$ cat src/rtl/ssw_params.svh
// constants for the supply supervisor and watchdog block
`ifndef SSW_PARAMS_SVH
`define SSW_PARAMS_SVH

// -----------------------------------------------------------------
// time base and timing figures
// -----------------------------------------------------------------
`define SSW_CLK_MHZ      100
`define SSW_PB_QUAL_MS   40
`define SSW_RST_HOLD_MS  140
`define SSW_WDOG_MS      1000
`define SSW_MS_TO_CYC(ms) ((ms) * 1000 * `SSW_CLK_MHZ)

// -----------------------------------------------------------------
// synchroniser bit positions and reset values
// -----------------------------------------------------------------
`define SSW_NSYNC        11
`define SSW_IN_SUP_LOW   0
`define SSW_IN_BELOW     1
`define SSW_IN_NEAR      2
`define SSW_IN_MAIN_OK   3
`define SSW_IN_FAIL      4
`define SSW_IN_BUTTON_N  5
`define SSW_IN_RETAIN    6
`define SSW_IN_KICK      7
`define SSW_IN_KICK_FLT  8
`define SSW_IN_CS_N      9
`define SSW_IN_RET_FLT   10
`define SSW_SYNC_RST     11'h661
`define SSW_RETAIN_RST   1'h1

`endif

$ cat src/rtl/ssw_pkg.sv
// types for the supply supervisor and watchdog block
package ssw_pkg;

    typedef logic [27:0] ssw_cnt_t;

    typedef enum logic [1:0] {
        SSW_RS_IDLE   = 2'b00,
        SSW_RS_SUPPLY = 2'b01,
        SSW_RS_BUTTON = 2'b10,
        SSW_RS_HOLD   = 2'b11
    } ssw_rst_e;

    typedef struct packed {
        ssw_rst_e rst_state;
        ssw_cnt_t hold_cnt;
        ssw_cnt_t pb_cnt;
        ssw_cnt_t wd_cnt;
        logic     kick_prev;
        logic     sup_low_prev;
        logic     retain;
        logic     reset_n;
        logic     reset;
        logic     kick_missed_n;
        logic     supply_low_flag;
        logic     early_fail_n;
        logic     battery_active_flag;
        logic     cell_switch;
        logic     main_switch;
        logic     chip_sel_out_n;
    } ssw_top_s;

endpackage

$ cat src/rtl/ssw_sync.sv
// three-stage input synchroniser with second/third stage agreement
`timescale 1ns/1ps
module ssw_sync #(
    parameter int unsigned      W       = 1,
    parameter logic [W-1:0]     RST_VAL = '0
) (
    input  wire logic           sys_clk,
    input  wire logic           arst_n,
    input  wire logic           clk_en,
    input  wire logic [W-1:0]   d_async,
    output logic [W-1:0]        q
);
    typedef struct packed {
        logic [W-1:0] s1;
        logic [W-1:0] s2;
        logic [W-1:0] s3;
        logic [W-1:0] q;
    } ssw_sync_s;

    ssw_sync_s st;
    ssw_sync_s next_st;

    // -------------------------------------------------------------
    // shift chain; a bit only moves once stages two and three agree
    // -------------------------------------------------------------
    always_comb begin
        next_st    = st;
        next_st.s1 = d_async;
        next_st.s2 = st.s1;
        next_st.s3 = st.s2;
        // per-bit filter: a one-cycle disagreement is treated as noise
        next_st.q  = (st.s2 & st.s3) | (st.q & (st.s2 ^ st.s3));
    end

    // registers; all stages start at the safe value of each input
    always_ff @(posedge sys_clk or negedge arst_n) begin
        if (!arst_n) begin
            st <= {RST_VAL, RST_VAL, RST_VAL, RST_VAL};
        end else if (clk_en) begin
            st <= next_st;
        end
    end

    assign q = st.q;

endmodule

$ cat src/rtl/ssw_top.sv
// supply supervisor: reset generation, watchdog, backup switching, gating
`timescale 1ns/1ps
`include "ssw_params.svh"
module ssw_top #(
    parameter int unsigned PB_QUAL_CYC  = `SSW_MS_TO_CYC(`SSW_PB_QUAL_MS),
    parameter int unsigned RST_HOLD_CYC = `SSW_MS_TO_CYC(`SSW_RST_HOLD_MS),
    parameter int unsigned WDOG_CYC     = `SSW_MS_TO_CYC(`SSW_WDOG_MS)
) (
    input  wire logic sys_clk,
    input  wire logic arst_n,
    input  wire logic clk_en,
    input  wire logic supply_low_cmp,
    input  wire logic below_cell_cmp,
    input  wire logic switchover_near_cmp,
    input  wire logic main_ok_cmp,
    input  wire logic fail_sense_in,
    input  wire logic button_reset_n,
    input  wire logic retain_select,
    input  wire logic retain_float,
    input  wire logic kick_in,
    input  wire logic kick_float,
    input  wire logic chip_sel_in_n,
    output logic      reset_n,
    output logic      reset,
    output logic      kick_missed_n,
    output logic      supply_low_flag,
    output logic      early_fail_n,
    output logic      battery_active_flag,
    output logic      cell_switch,
    output logic      main_switch,
    output logic      chip_sel_out_n
);
    import ssw_pkg::*;

    // -------------------------------------------------------------
    // counter limits
    // -------------------------------------------------------------
    localparam ssw_cnt_t PB_LAST   = ssw_cnt_t'(PB_QUAL_CYC - 1);
    localparam ssw_cnt_t RST_LAST  = ssw_cnt_t'(RST_HOLD_CYC - 1);
    localparam ssw_cnt_t WDOG_LAST = ssw_cnt_t'(WDOG_CYC - 1);

    // true when a counter has reached its last count
    function automatic logic cnt_hit(input ssw_cnt_t cnt, input ssw_cnt_t last);
        cnt_hit = (cnt == last);
    endfunction

    // -------------------------------------------------------------
    // input synchronisation
    // -------------------------------------------------------------
    logic [`SSW_NSYNC-1:0] raw;
    logic [`SSW_NSYNC-1:0] sy;

    // every comparator result and pin is resynchronised first
    assign raw = {retain_float, chip_sel_in_n, kick_float, kick_in,
                  retain_select, button_reset_n, fail_sense_in, main_ok_cmp,
                  switchover_near_cmp, below_cell_cmp, supply_low_cmp};

    ssw_sync #(
        .W       (`SSW_NSYNC),
        .RST_VAL (`SSW_SYNC_RST)
    ) u_sync (
        .sys_clk (sys_clk),
        .arst_n  (arst_n),
        .clk_en  (clk_en),
        .d_async (raw),
        .q       (sy)
    );

    logic sup_low;
    logic below;
    logic near;
    logic main_ok;
    logic fail_ok;
    logic button_n;
    logic retain_eff;
    logic kick;
    logic kick_off;
    logic cs_n;
    logic supply_bad;

    // named views of the synchronised inputs
    assign sup_low    = sy[`SSW_IN_SUP_LOW];
    assign below      = sy[`SSW_IN_BELOW];
    assign near       = sy[`SSW_IN_NEAR];
    assign main_ok    = sy[`SSW_IN_MAIN_OK];
    assign fail_ok    = sy[`SSW_IN_FAIL];
    assign button_n   = sy[`SSW_IN_BUTTON_N];
    assign kick       = sy[`SSW_IN_KICK];
    assign kick_off   = sy[`SSW_IN_KICK_FLT];
    assign cs_n       = sy[`SSW_IN_CS_N];
    // an undriven select reads as high, so backup is the default
    assign retain_eff = sy[`SSW_IN_RETAIN] | sy[`SSW_IN_RET_FLT];
    assign supply_bad = sup_low | below;

    // -------------------------------------------------------------
    // state
    // -------------------------------------------------------------
    ssw_top_s st;
    ssw_top_s next_st;
    logic     pb_qual;
    logic     kick_edge;
    logic     wd_fire;

    // all next-state logic for the supervisor
    always_comb begin
        next_st   = st;
        pb_qual   = 1'b0;
        kick_edge = 1'b0;
        wd_fire   = 1'b0;

        // retention select caught on the falling crossing of the threshold
        next_st.sup_low_prev = sup_low;
        if (sup_low && !st.sup_low_prev) begin
            next_st.retain = retain_eff;
        end

        // main switch stays open on power-up until well above the cell
        if (main_ok) begin
            next_st.main_switch = 1'b1;
        end else if (near || below) begin
            next_st.main_switch = 1'b0;
        end

        // cell switch closes only for a latched backup request
        next_st.cell_switch = st.retain & (near | below);
        next_st.battery_active_flag = st.retain & below;

        // flags derived straight from the comparators
        next_st.supply_low_flag = ~supply_bad;
        next_st.early_fail_n    = ~below & fail_ok;
        // write protection: the buffered copy costs one cycle plus sync
        next_st.chip_sel_out_n  = sup_low | cs_n;

        // button qualification: must stay low for the full count
        if (!button_n) begin
            if (cnt_hit(st.pb_cnt, PB_LAST)) begin
                pb_qual = 1'b1;
            end else begin
                next_st.pb_cnt = st.pb_cnt + ssw_cnt_t'(1);
            end
        end else begin
            next_st.pb_cnt = '0;
        end

        // watchdog: floating kick parks the timer, edges restart it
        next_st.kick_prev = kick;
        kick_edge = !kick_off && (kick != st.kick_prev);
        if (kick_off || kick_edge) begin
            next_st.wd_cnt = '0;
        end else if (cnt_hit(st.wd_cnt, WDOG_LAST)) begin
            next_st.wd_cnt = '0;
            wd_fire = 1'b1;
        end else begin
            next_st.wd_cnt = st.wd_cnt + ssw_cnt_t'(1);
        end

        // missed-kick flag; a release always wins over a new fault
        if (kick_edge || (st.supply_low_flag && supply_bad)) begin
            next_st.kick_missed_n = 1'b1;
        end else if (wd_fire) begin
            next_st.kick_missed_n = 1'b0;
        end

        // reset pulse generator; supply faults take priority
        case (st.rst_state)
            SSW_RS_IDLE: begin
                if (supply_bad) begin
                    next_st.rst_state = SSW_RS_SUPPLY;
                end else if (pb_qual) begin
                    next_st.rst_state = SSW_RS_BUTTON;
                end else if (wd_fire) begin
                    next_st.rst_state = SSW_RS_HOLD;
                    next_st.hold_cnt  = '0;
                end
            end
            SSW_RS_SUPPLY: begin
                if (!supply_bad) begin
                    next_st.rst_state = SSW_RS_HOLD;
                    next_st.hold_cnt  = '0;
                end
            end
            SSW_RS_BUTTON: begin
                if (supply_bad) begin
                    next_st.rst_state = SSW_RS_SUPPLY;
                end else if (button_n) begin
                    // hold time counts from the release of the button
                    next_st.rst_state = SSW_RS_HOLD;
                    next_st.hold_cnt  = '0;
                end
            end
            SSW_RS_HOLD: begin
                if (supply_bad) begin
                    next_st.rst_state = SSW_RS_SUPPLY;
                end else if (pb_qual) begin
                    next_st.rst_state = SSW_RS_BUTTON;
                end else if (wd_fire) begin
                    next_st.hold_cnt = '0;
                end else if (cnt_hit(st.hold_cnt, RST_LAST)) begin
                    next_st.rst_state = SSW_RS_IDLE;
                end else begin
                    next_st.hold_cnt = st.hold_cnt + ssw_cnt_t'(1);
                end
            end
            default: begin
                next_st.rst_state = SSW_RS_SUPPLY;
            end
        endcase

        // both reset outputs come from the same decision
        next_st.reset_n = (next_st.rst_state == SSW_RS_IDLE);
        next_st.reset   = (next_st.rst_state != SSW_RS_IDLE);
    end

    // state register; power-on values hold everything in reset
    always_ff @(posedge sys_clk or negedge arst_n) begin
        if (!arst_n) begin
            st                 <= '0;
            st.rst_state       <= SSW_RS_SUPPLY;
            st.reset           <= 1'b1;
            st.kick_missed_n   <= 1'b1;
            st.chip_sel_out_n  <= 1'b1;
            st.sup_low_prev    <= 1'b1;
            // content after a fresh cell is arbitrary; backup is chosen
            st.retain          <= `SSW_RETAIN_RST;
        end else if (clk_en) begin
            st <= next_st;
        end
    end

    // -------------------------------------------------------------
    // outputs, all straight from the state register
    // -------------------------------------------------------------
    assign reset_n             = st.reset_n;
    assign reset               = st.reset;
    assign kick_missed_n       = st.kick_missed_n;
    assign supply_low_flag     = st.supply_low_flag;
    assign early_fail_n        = st.early_fail_n;
    assign battery_active_flag = st.battery_active_flag;
    assign cell_switch         = st.cell_switch;
    assign main_switch         = st.main_switch;
    assign chip_sel_out_n      = st.chip_sel_out_n;
endmodule

$ cat config.mk
export PLATFORM = sky130hd
export DESIGN_NAME = ssw_top
export DESIGN_NICKNAME = d
export VERILOG_FILES = /design/src/rtl/ssw_pkg.sv /design/src/rtl/ssw_sync.sv /design/src/rtl/ssw_top.sv
export VERILOG_INCLUDE_DIRS = /design/src /design/src/rtl
export SDC_FILE = /design/constraint.sdc
export NUM_CORES = 1
export LEC_CHECK = 0
export BUFFER_PORTS_ARGS = -buffer_cell sky130_fd_sc_hd__buf_4
export CAP_MARGIN = 20
export CORE_UTILIZATION = 60
export CTS_CLUSTER_SIZE = 8
export DETAILED_ROUTE_END_ITERATION = 6
export GPL_TIMING_DRIVEN = 0
export PLACE_DENSITY = 0.77
export SYNTH_ARGS = -nofsm -noshare
export SYNTH_HDL_FRONTEND = slang
export SYNTH_SLANG_ARGS = --single-unit
$ cat constraint.sdc
create_clock -name sys_clk -period 5.7 [get_ports sys_clk]
set_input_delay 0.855 -clock sys_clk [delete_from_list [all_inputs] [get_ports sys_clk]]
set_output_delay 0.855 -clock sys_clk [all_outputs]
set_load 0.01 [all_outputs]
==> flow_summary.json, run 1 <==
{
  "outcome": "completed",
  "grt_pass1_wl_um": 25400,
  "swShare": 0.302,
  "cp-start-kind": "flop",
  "finClkSkew_ns": 0.0100,
  "cts_tree": "done",
  "routed_wl_um": 15300,
  "path_class": "flop to flop",
  "finish.instance_area_um2": 7940,
  "synth_edf_count": 0,
  "total_power_uw": 2990,
  "nNetsFinal": 787,
  "crit_arrival_ns": 3.02,
  "r2r_cells": 7,
  "drt_iter0_drc": 424,
  "fin_crit_sh": 0.473,
  "setup_viol": 0,
  "grt_use_total": 0.278,
  "initial_utilization": 0.615,
  "drv_cap": 0,
  "final_max_slew_viol_count": 0,
  "fin_ws_ns": 3.00,
  "cp_top_family": "buffers and inverters",
  "pre_cts_ws_ns": 2.73,
  "p_int_uw": 2080,
  "fillers": 809,
  "endpoint_kind": "flop",
  "grt_overflow": 0,
  "syn_to_final_growth_pct": 13.7,
  "netlist_instances": 717,
  "routabilityCongestion": 0.866,
  "firstDrtPassIters": 5,
  "drc_errors": 0,
  "hold_ws_ns": 0.338,
  "seq_area_um2": 3590,
  "die_y_um": 110,
  "grt_start_max_net_pins": 104,
  "htreeDepth": 4,
  "routedWlPerCell_um": 16.7,
  "synthesis.yosys.warnings": 0,
  "cts.sinks": 142,
  "die-area_um2": 12100,
  "combPwrFrac": 0.191,
  "synthesis.area_um2": 6990,
  "final.min_clock_period_ns": 2.70,
  "cts_setup_buffers": 0,
  "slowest_delay_ns": 0.45,
  "grt_pass1_vias": 5481,
  "max_freq_mhz": 371,
  "path_cells": "nor4_1, nand4_1, o21ai_1, clkbuf_1, buf_1, nand2_1, o21ai_0",
  "cts_hold_buf": 0,
  "num_vias": 5536,
  "antenna_found_initial": 0,
  "synthDistinctLibCells": 53,
  "r2r_end": "st[49]",
  "drive_gt1_frac": 0.163,
  "timing.rr.start": "st[64]",
  "postRouteAntennaNets": 0,
  "path_clk_slew_ns": 0.06,
  "num_antenna_cells": 0,
  "die_w_um": 110,
  "rsz0062_at_grt": "false",
  "cts-root-buf": "clkbuf_16",
  "p_seq_frac": 0.445,
  "hp-class": "primary input to async pin",
  "syn_area_per_cell_um2": 9.74,
  "cts_buffers": 17,
  "relSlewSlack": 0.365,
  "crit_fanout": 10,
  "boundaryPins": 23,
  "clockBufferDepth": 2,
  "tns_ns": 0,
  "clkPwrFrac": 0.364,
  "path_buf_inv": 2,
  "core.rowCount": 39,
  "port_buffers": 22,
  "clk-insertion-delay-late_ns": 0.43,
  "ir_drop_mv": 0.301,
  "multi_input_area_um2": 3210,
  "core_um2": 11400,
  "cpMaxStageDelayCell": "buf_1",
  "place_hpwl_um": 9960,
  "hold_viol_final": 0,
  "dpl_cell_area_um2": 7360,
  "ys_async_sr_fraction": 1.00,
  "yosysSeqAreaShare": 0.513,
  "reg2reg_slack_ns": 3.00,
  "worst_slew_pin_slew_ns": 0.943,
  "vias_per_cell": 6.05,
  "p_switching_uw": 903,
  "critPathRequiredTime_ns": 6.03,
  "synth_seq_cells": 142,
  "power.density_nw_per_um2": 376,
  "synth_nets": 745,
  "synth_flop_cell": "dfrtp_1",
  "p_leak_uw": 0.00336,
  "cts_resized": 0
}
## per-stage QoR
step / utilization / std cells
finish: 0.699 / 915
global route: 0.699 / 915
CTS: 0.699 / 915
detailed placement: 0.648 / 883
global placement: 0.645 / 882
floorplan: - / 717
## cell usage after synthesis (3+ instances only)
cell,number,area [um^2]
nand2b_1,4,25.0
dfstp_2,26,683
and4_1,5,43.8
or3_1,5,31.3
inv_1,18,67.6
clkbuf_1,20,75.1
dfrtp_1,116,2900
or4_1,11,82.6
o31ai_1,21,158
a21o_1,4,30.0
and3_1,20,125
mux2_2,35,394
nor2b_1,4,25.0
ha_1,14,175
xnor2_1,6,52.6
mux2i_1,5,50.1
nand4_1,24,150
o2bb2ai_1,3,26.3
nor2_1,64,240
o21ai_0,70,350
xor2_1,20,175
nor4_1,7,43.8
buf_2,5,25.0
nor3_1,24,120
a21oi_1,34,170
nand2_1,83,312
nand3_1,34,170
## sequential cells by signal, indices dropped and copies added (netlist names), 11 cells and up
signal	cells
st	89
u_sync.q	11
u_sync.st	11
u_sync.next_st	22
## worst max path at each step
stage	to	slack, ns	cells past startpoint	start
3_3_place_gp	st[94]	2.81	9	clk_en
6_report	st[49]	3.00	7	st[64]
2_1_floorplan	st[93]	3.12	8	clk_en
4_1_cts	st[49]	3.04	7	st[64]
3_5_place_dp	st[93]	2.73	9	clk_en
5_1_grt	st[77]	2.76	9	st[11]
## routing by layer
layer  track usage  vias up  routed length, um
li1              -     2653                  -
met1         0.344     2716               6740
met2         0.474      148               7620
met3        0.0658       19                734
met4         0.103        0                228
met5             0        -                  0
## layout make-up
class / count / share of cell area
multi-input cells: 528 / 0.404
flip-flops and latches: 142 / 0.451
inverters: 19 / 0.00898
clock buffers: 23 / 0.0589
repair buffers: 23 / 0.0247
clock inverters: 9 / 0.0142
plain buffers: 28 / 0.0150
well taps: 143 / 0.0225
## power groups by stage
stage | Clock, uW | Combinational, uW | Sequential [uW]
after global placement | 0 | 533 | 1330
final | 1090 | 570 | 1330
after global routing | 1140 | 637 | 1350
after floorplan | 0 | 375 | 1320
after CTS | 1100 | 571 | 1330
after detailed placement | 0 | 563 | 1340
## logic make-up after synthesis
group | count (synthesis) | synth area share
fa+ha+maj | 14 | 0.0251
buf+inv | 47 | 0.0272
simple gates | 299 | 0.210
mux | 40 | 0.0636
compound gates | 149 | 0.128
xor+xnor | 26 | 0.0326
flops | 142 | 0.513
## placed cells by master, fill, tap and decap left out, types with 5 or more instances in the layout
cell type and instances:
dfrtp_1 116, nand2_1 83, o21ai_0 70, nor2_1 64
mux2_2 35, nand3_1 34, a21oi_1 34, dfstp_2 26
clkbuf_1 24, nand4_1 24, nor3_1 24, o31ai_1 21
buf_4 21, and3_1 20, xor2_1 20, inv_1 18
clkbuf_16 17, ha_1 14, or4_1 11, nor4_1 7
xnor2_1 6, and4_1 5, buf_2 5, mux2i_1 5
or3_1 5
No activity file was read; power rests on OpenSTA's default activity.
==> run 2, diff against run 1 <==
Settings changed: ABC_AREA set to 1.
Clock period 5.7 ns to 2.6 ns, I/O delays scaled along.
==> flow_summary.json, run 2 <==
{
  "fin_crit_sh": 0.904,
  "worst_slew_pin_slew_ns": 0.756,
  "cts_setup_buffers": 0,
  "syn_to_final_growth_pct": 12.5,
  "synthDistinctLibCells": 52,
  "vias_per_cell": 5.55,
  "grt_pass1_wl_um": 32600,
  "core.rowCount": 42,
  "top_register": "st",
  "grt_start_max_net_pins": 78,
  "syn_area_per_cell_um2": 7.64,
  "antenna_found_initial": 0,
  "cp-start-kind": "flop",
  "core_um2": 13200,
  "finClkSkew_ns": 0.0107,
  "ys_async_sr_fraction": 1.00,
  "cts.sinks": 142,
  "port_buffers": 21,
  "power.density_nw_per_um2": 696,
  "drv_cap": 0,
  "final_common_cell": "nand2_1",
  "cts_resized": 0,
  "die_w_um": 118,
  "crit_arrival_ns": 2.70,
  "synth_edf_count": 0,
  "synthesis.area_um2": 8140,
  "yosys-top-cells-area": "dfrtp_1 36%, nand2_1 14%, dfstp_2 8.4%",
  "boundaryPins": 23,
  "clk-insertion-delay-late_ns": 0.43,
  "path_class": "flop to flop",
  "synth_flop_cell": "dfrtp_1",
  "yosys.area.top_type_share": 0.356,
  "tns_ns": 0,
  "firstDrtPassIters": 5,
  "outcome": "completed",
  "grt_use_total": 0.293,
  "die_y_um": 118,
  "drc_errors": 0,
  "place_hpwl_um": 13500,
  "drive_gt1_frac": 0.144,
  "netlist_instances": 1066,
  "cts_tree": "done",
  "die-area_um2": 14000,
  "endpoint_kind": "flop",
  "largest_reg_flops": 89,
  "pre_cts_ws_ns": 0.293,
  "layout_common_cells": "308 x nand2_1, 116 x dfrtp_1, 109 x nor2_1",
  "hold_ws_ns": 0.157,
  "final.min_clock_period_ns": 2.35,
  "ir_drop_mv": 0.520,
  "drt_iter0_drc": 488,
  "routabilityCongestion": 0.940,
  "hold_viol_final": 0,
  "grt_overflow": 0,
  "total_power_uw": 6380,
  "routedWlPerCell_um": 14.5,
  "synth_seq_cells": 142,
  "fin_ws_ns": 0.250,
  "yosysSeqAreaShare": 0.440,
  "p_leak_uw": 0.00425,
  "postRouteAntennaNets": 0,
  "hp-class": "primary input to flop",
  "clockBufferDepth": 2,
  "synth_nets": 1094,
  "initial_utilization": 0.615,
  "reg2reg_slack_ns": 0.25,
  "yosysMostFrequentCell": "nand2_1",
  "htreeDepth": 4,
  "num_antenna_cells": 0,
  "critPathRequiredTime_ns": 2.95,
  "max_freq_mhz": 425,
  "ys_top_cells_by_count": "308 x nand2_1, 116 x dfrtp_1, 109 x nor2_1, 101 x inv_1, 63 x nand3_1",
  "setup_viol": 0,
  "num_vias": 7204,
  "cts-root-buf": "clkbuf_16",
  "grt_pass1_vias": 6871,
  "final_max_slew_viol_count": 0,
  "synth_top_area_cell": "dfrtp_1",
  "synthesis.yosys.warnings": 0,
  "routed_wl_um": 18900,
  "relSlewSlack": 0.491,
  "nNetsFinal": 1136,
  "rsz0062_at_grt": "false",
  "cts_buffers": 17,
  "path_clk_slew_ns": 0.07,
  "crit_fanout": 5
}
run 2: path summary, 6_finish.rpt:
kind,startpoint,to,cells after the start
max in group asynchronous,arst_n,u_sync.next_st[17],3
setup / recovery,st[12],st[22],10
setup reg to reg,st[12],st[22],10
hold / removal,kick_float,u_sync.next_st[30],3
hold reg to reg,u_sync.next_st[27],u_sync.next_st[27],2
min in group asynchronous,arst_n,st[41],2
run 2: worst max-delay path, cell delays in order, from the launching register on:
cell and delay [ns]:
dfrtp_1 0.42, ha_1 0.24, nand3_1 0.14, clkinv_1 0.16, nand2_2 0.14, inv_2 0.06, nand4_1 0.07, nor2_1 0.07
o21ai_0 0.60, o31ai_1 0.21, a21oi_1 0.17
run 2: final cells by class:
cell class / count / area [um^2]
fillers: 1126 / 4080
multi-input cells: 783 / 3950
flip-flops and latches: 142 / 3590
clock buffers: 17 / 425
inverters: 109 / 414
well taps: 176 / 220
repair buffers: 23 / 199
plain buffers: 32 / 190
clock inverters: 15 / 173
run 2: logic make-up after synthesis:
family,Yosys count,share of synthesized area
AND/OR/NAND/NOR,610,0.336
flip-flops,142,0.440
buffers and inverters,141,0.0742
AO/OA/AOI/OAI,129,0.0960
XOR/XNOR,30,0.0323
adder cells (fa/ha/maj),14,0.0215
run 2: where the power goes:
group | internal [uW] | switching (uW) | leakage [uW]
sequential | 2510 | 221 | 0.00184
combinational | 415 | 786 | 0.00212
clock | 1370 | 1080 | 0.000291
run 2: through the flow:
| stage | instance area (um^2) | cells | utilization |
|---|---|---|---|
| 3_5_place_dp | 8550 | 1264 | 0.646 |
| 5_1_grt | 9160 | 1297 | 0.692 |
| 6_report | 9160 | 1297 | 0.692 |
| 2_1_floorplan | 8140 | 1066 | - |
| 4_1_cts | 9160 | 1297 | 0.692 |
| 3_3_place_gp | 8520 | 1263 | 0.643 |
run 2: metal layers:
metal  part of all wire  GRT usage  vias up
met5                  0          0        -
met4              0.018      0.105        0
li1                   -          -     3569
met3              0.047     0.0526       29
met1               0.47      0.405     3415
met2               0.47      0.465      191
run 2: repair_timing:
item | 4_1_cts | 5_1_grt
hold buffers | 1 | 0
endpoints found under the hold margin | 51 | 0
endpoints found under the setup margin | 0 | 0
==> run 3, diff against run 2 <==
Settings changed: SYNTH_HIERARCHICAL set to 1.
==> flow_summary.json, run 3 <==
{
  "path_clk_slew_ns": 0.06,
  "ys_top_cells_by_count": "291 x nand2_1, 135 x nor2_1, 118 x inv_1, 116 x dfrtp_1, 67 x o21ai_0",
  "cp-start-kind": "flop",
  "grt_pass1_wl_um": 33400,
  "synthesis.area_um2": 8320,
  "ys_async_sr_fraction": 1.00,
  "cpMaxStageDelayCell": "dfstp_2",
  "final_max_slew_viol_count": 0,
  "critPathRequiredTime_ns": 2.92,
  "largest_reg_flops": 89,
  "slowest_delay_ns": 0.53,
  "layout_common_cells": "291 x nand2_1, 135 x nor2_1, 118 x inv_1",
  "clk-insertion-delay-late_ns": 0.43,
  "yosys-top-cells-area": "dfrtp_1 35%, nand2_1 13%, dfstp_2 8.2%",
  "path_cells": "buf_4, buf_2, inv_1, nand4_1, nor2_1, nand2_2, nand2_1, nor2_1, inv_1, nor2_1, inv_1, o21ai_0, nor2_1",
  "cp_common_cell": "nor2_1",
  "clockBufferDepth": 2,
  "grt_overflow": 0,
  "num_vias": 7252,
  "synth_seq_cells": 142,
  "cts-root-buf": "clkbuf_16",
  "hold_ws_ns": 0.161,
  "cts.sinks": 142,
  "cp-startpoint": "u_sync/q[5]",
  "timing.rr.start": "u_sync/q[5]",
  "synthDistinctLibCells": 50,
  "netlist_instances": 1096,
  "final_util": 0.696,
  "nNetsFinal": 1167,
  "yosysMostFrequentCell": "nand2_1",
  "endpoint_kind": "flop",
  "relSlewSlack": 0.578,
  "drive_gt1_frac": 0.152,
  "synth_flop_cell": "dfrtp_1",
  "antenna_found_initial": 0,
  "worst_slew_pin_slew_ns": 0.628,
  "place_inst": 1295,
  "routedWlPerCell_um": 14.6,
  "final_common_cell": "nand2_1",
  "syn_area_per_cell_um2": 7.59,
  "top_register": "st",
  "hold_viol_final": 0,
  "fillers": 1156,
  "grt_pass1_vias": 6974,
  "crit_fanout": 8,
  "fin_cells": 1328,
  "place_hpwl_um": 13800,
  "power.density_nw_per_um2": 672,
  "drv_cap": 0,
  "outcome": "completed",
  "num_antenna_cells": 0,
  "synth_nets": 1124,
  "core.rowCount": 42,
  "hold_start": "below_cell_cmp",
  "ir_drop_mv": 0.541,
  "port_buffers": 22,
  "cts_hold_buf": 1,
  "die-area_um2": 14300,
  "drt_iter0_drc": 595,
  "synthesis.yosys.warnings": 6,
  "initial_utilization": 0.621,
  "cts_buffers": 17,
  "synth_top_area_cell": "dfrtp_1",
  "die_w_um": 120,
  "syn_to_final_growth_pct": 12.1,
  "routabilityCongestion": 0.948,
  "hp-class": "primary input to flop",
  "yosys.area.top_type_share": 0.349,
  "p_leak_uw": 0.00409,
  "synth_edf_count": 0,
  "core_um2": 13400,
  "yosysSeqAreaShare": 0.431,
  "grt_start_max_net_pins": 85,
  "boundaryPins": 23,
  "rsz0062_at_grt": "false",
  "cts_tree": "done",
  "path_class": "flop to flop",
  "final.min_clock_period_ns": 2.37,
  "drc_errors": 0,
  "setup_viol": 0,
  "die_y_um": 120,
  "tns_ns": 0,
  "fin_crit_sh": 0.911,
  "firstDrtPassIters": 5,
  "routed_wl_um": 19500,
  "total_power_uw": 6270,
  "htreeDepth": 4,
  "vias_per_cell": 5.46,
  "postRouteAntennaNets": 0,
  "cts_setup_buffers": 0,
  "crit_arrival_ns": 2.69,
  "finClkSkew_ns": 0.00700,
  "grt_use_total": 0.293,
  "max_freq_mhz": 422,
  "cts_resized": 0
}
run 3: cell count changes after synthesis, moves of 5 or more:
cell	before	now
clkbuf_1	17	7
buf_2	4	15
nand2_2	15	7
a21oi_2	0	12
nand3_1	63	50
xnor2_1	3	9
nand2_1	308	291
buf_4	3	11
inv_1	101	118
inv_2	6	1
o21ai_0	60	67
nor2_1	109	135
run 3: layer usage:
metal / part of all wire / vias to the layer above / GRT usage / routed length (um)
li1: - / 3625 / - / -
met1: 0.47 / 3431 / 0.399 / 9150
met2: 0.47 / 162 / 0.475 / 9230
met3: 0.037 / 34 / 0.0513 / 716
met4: 0.018 / 0 / 0.0969 / 354
met5: 0 / - / 0 / 0
run 3: cells by family after synthesis:
logic type	after synthesis	synth area share
DFF	142	0.431
AOI/OAI and AO/OA	147	0.109
adders and majority gates	14	0.0210
buffers and inverters	164	0.0914
xor gates and xnor gates	35	0.0368
and+or+nand+nor	594	0.311
run 3: final cells by class:
class | count | area [um^2] | share of cell area
clock buffer | 19 | 453 | 0.0486
inverter | 120 | 450 | 0.0483
timing repair buffer | 24 | 206 | 0.0221
clock inverter | 13 | 128 | 0.0137
buffer | 44 | 310 | 0.0333
tap | 176 | 220 | 0.0236
sequential | 142 | 3590 | 0.384
multi-input combinational | 790 | 3980 | 0.426
run 3: worst max-delay path: cells and delay by family (launching register included):
family	cells	cell delay, ns
AND/OR/NAND/NOR	7	1.03
flip-flops	1	0.53
buffers and inverters	5	0.53
AO/OA/AOI/OAI	1	0.16
run 3: path summary, 6_finish.rpt:
| path | cells after the start | slack (ns) | end |
|---|---|---|---|
| hold reg to reg | 2 | 0.46 | u_sync/q[5] |
| setup / recovery | 13 | 0.23 | st[50] |
| setup reg to reg | 13 | 0.23 | st[50] |
| min in group asynchronous | 2 | 0.49 | st[28] |
| hold / removal | 3 | 0.16 | u_sync/next_st[23] |
| max in group asynchronous | 3 | 1.29 | u_sync/next_st[32] |
run 3: power by group:
part	switching, uW	total [uW]	leakage, uW	internal (uW)
logic	752	1210	0.00199	456
clock network	1010	2390	0.000271	1380
registers	174	2670	0.00183	2500
total	1930	6270	0.00409	4330
run 3: through the flow:
stage	worst slack, ns	area, um^2
finish	0.233	9330
CTS	0.273	9330
detailed placement	0.279	8740
global route	0.0853	9330
floorplan	0.744	8320
global placement	0.321	8710
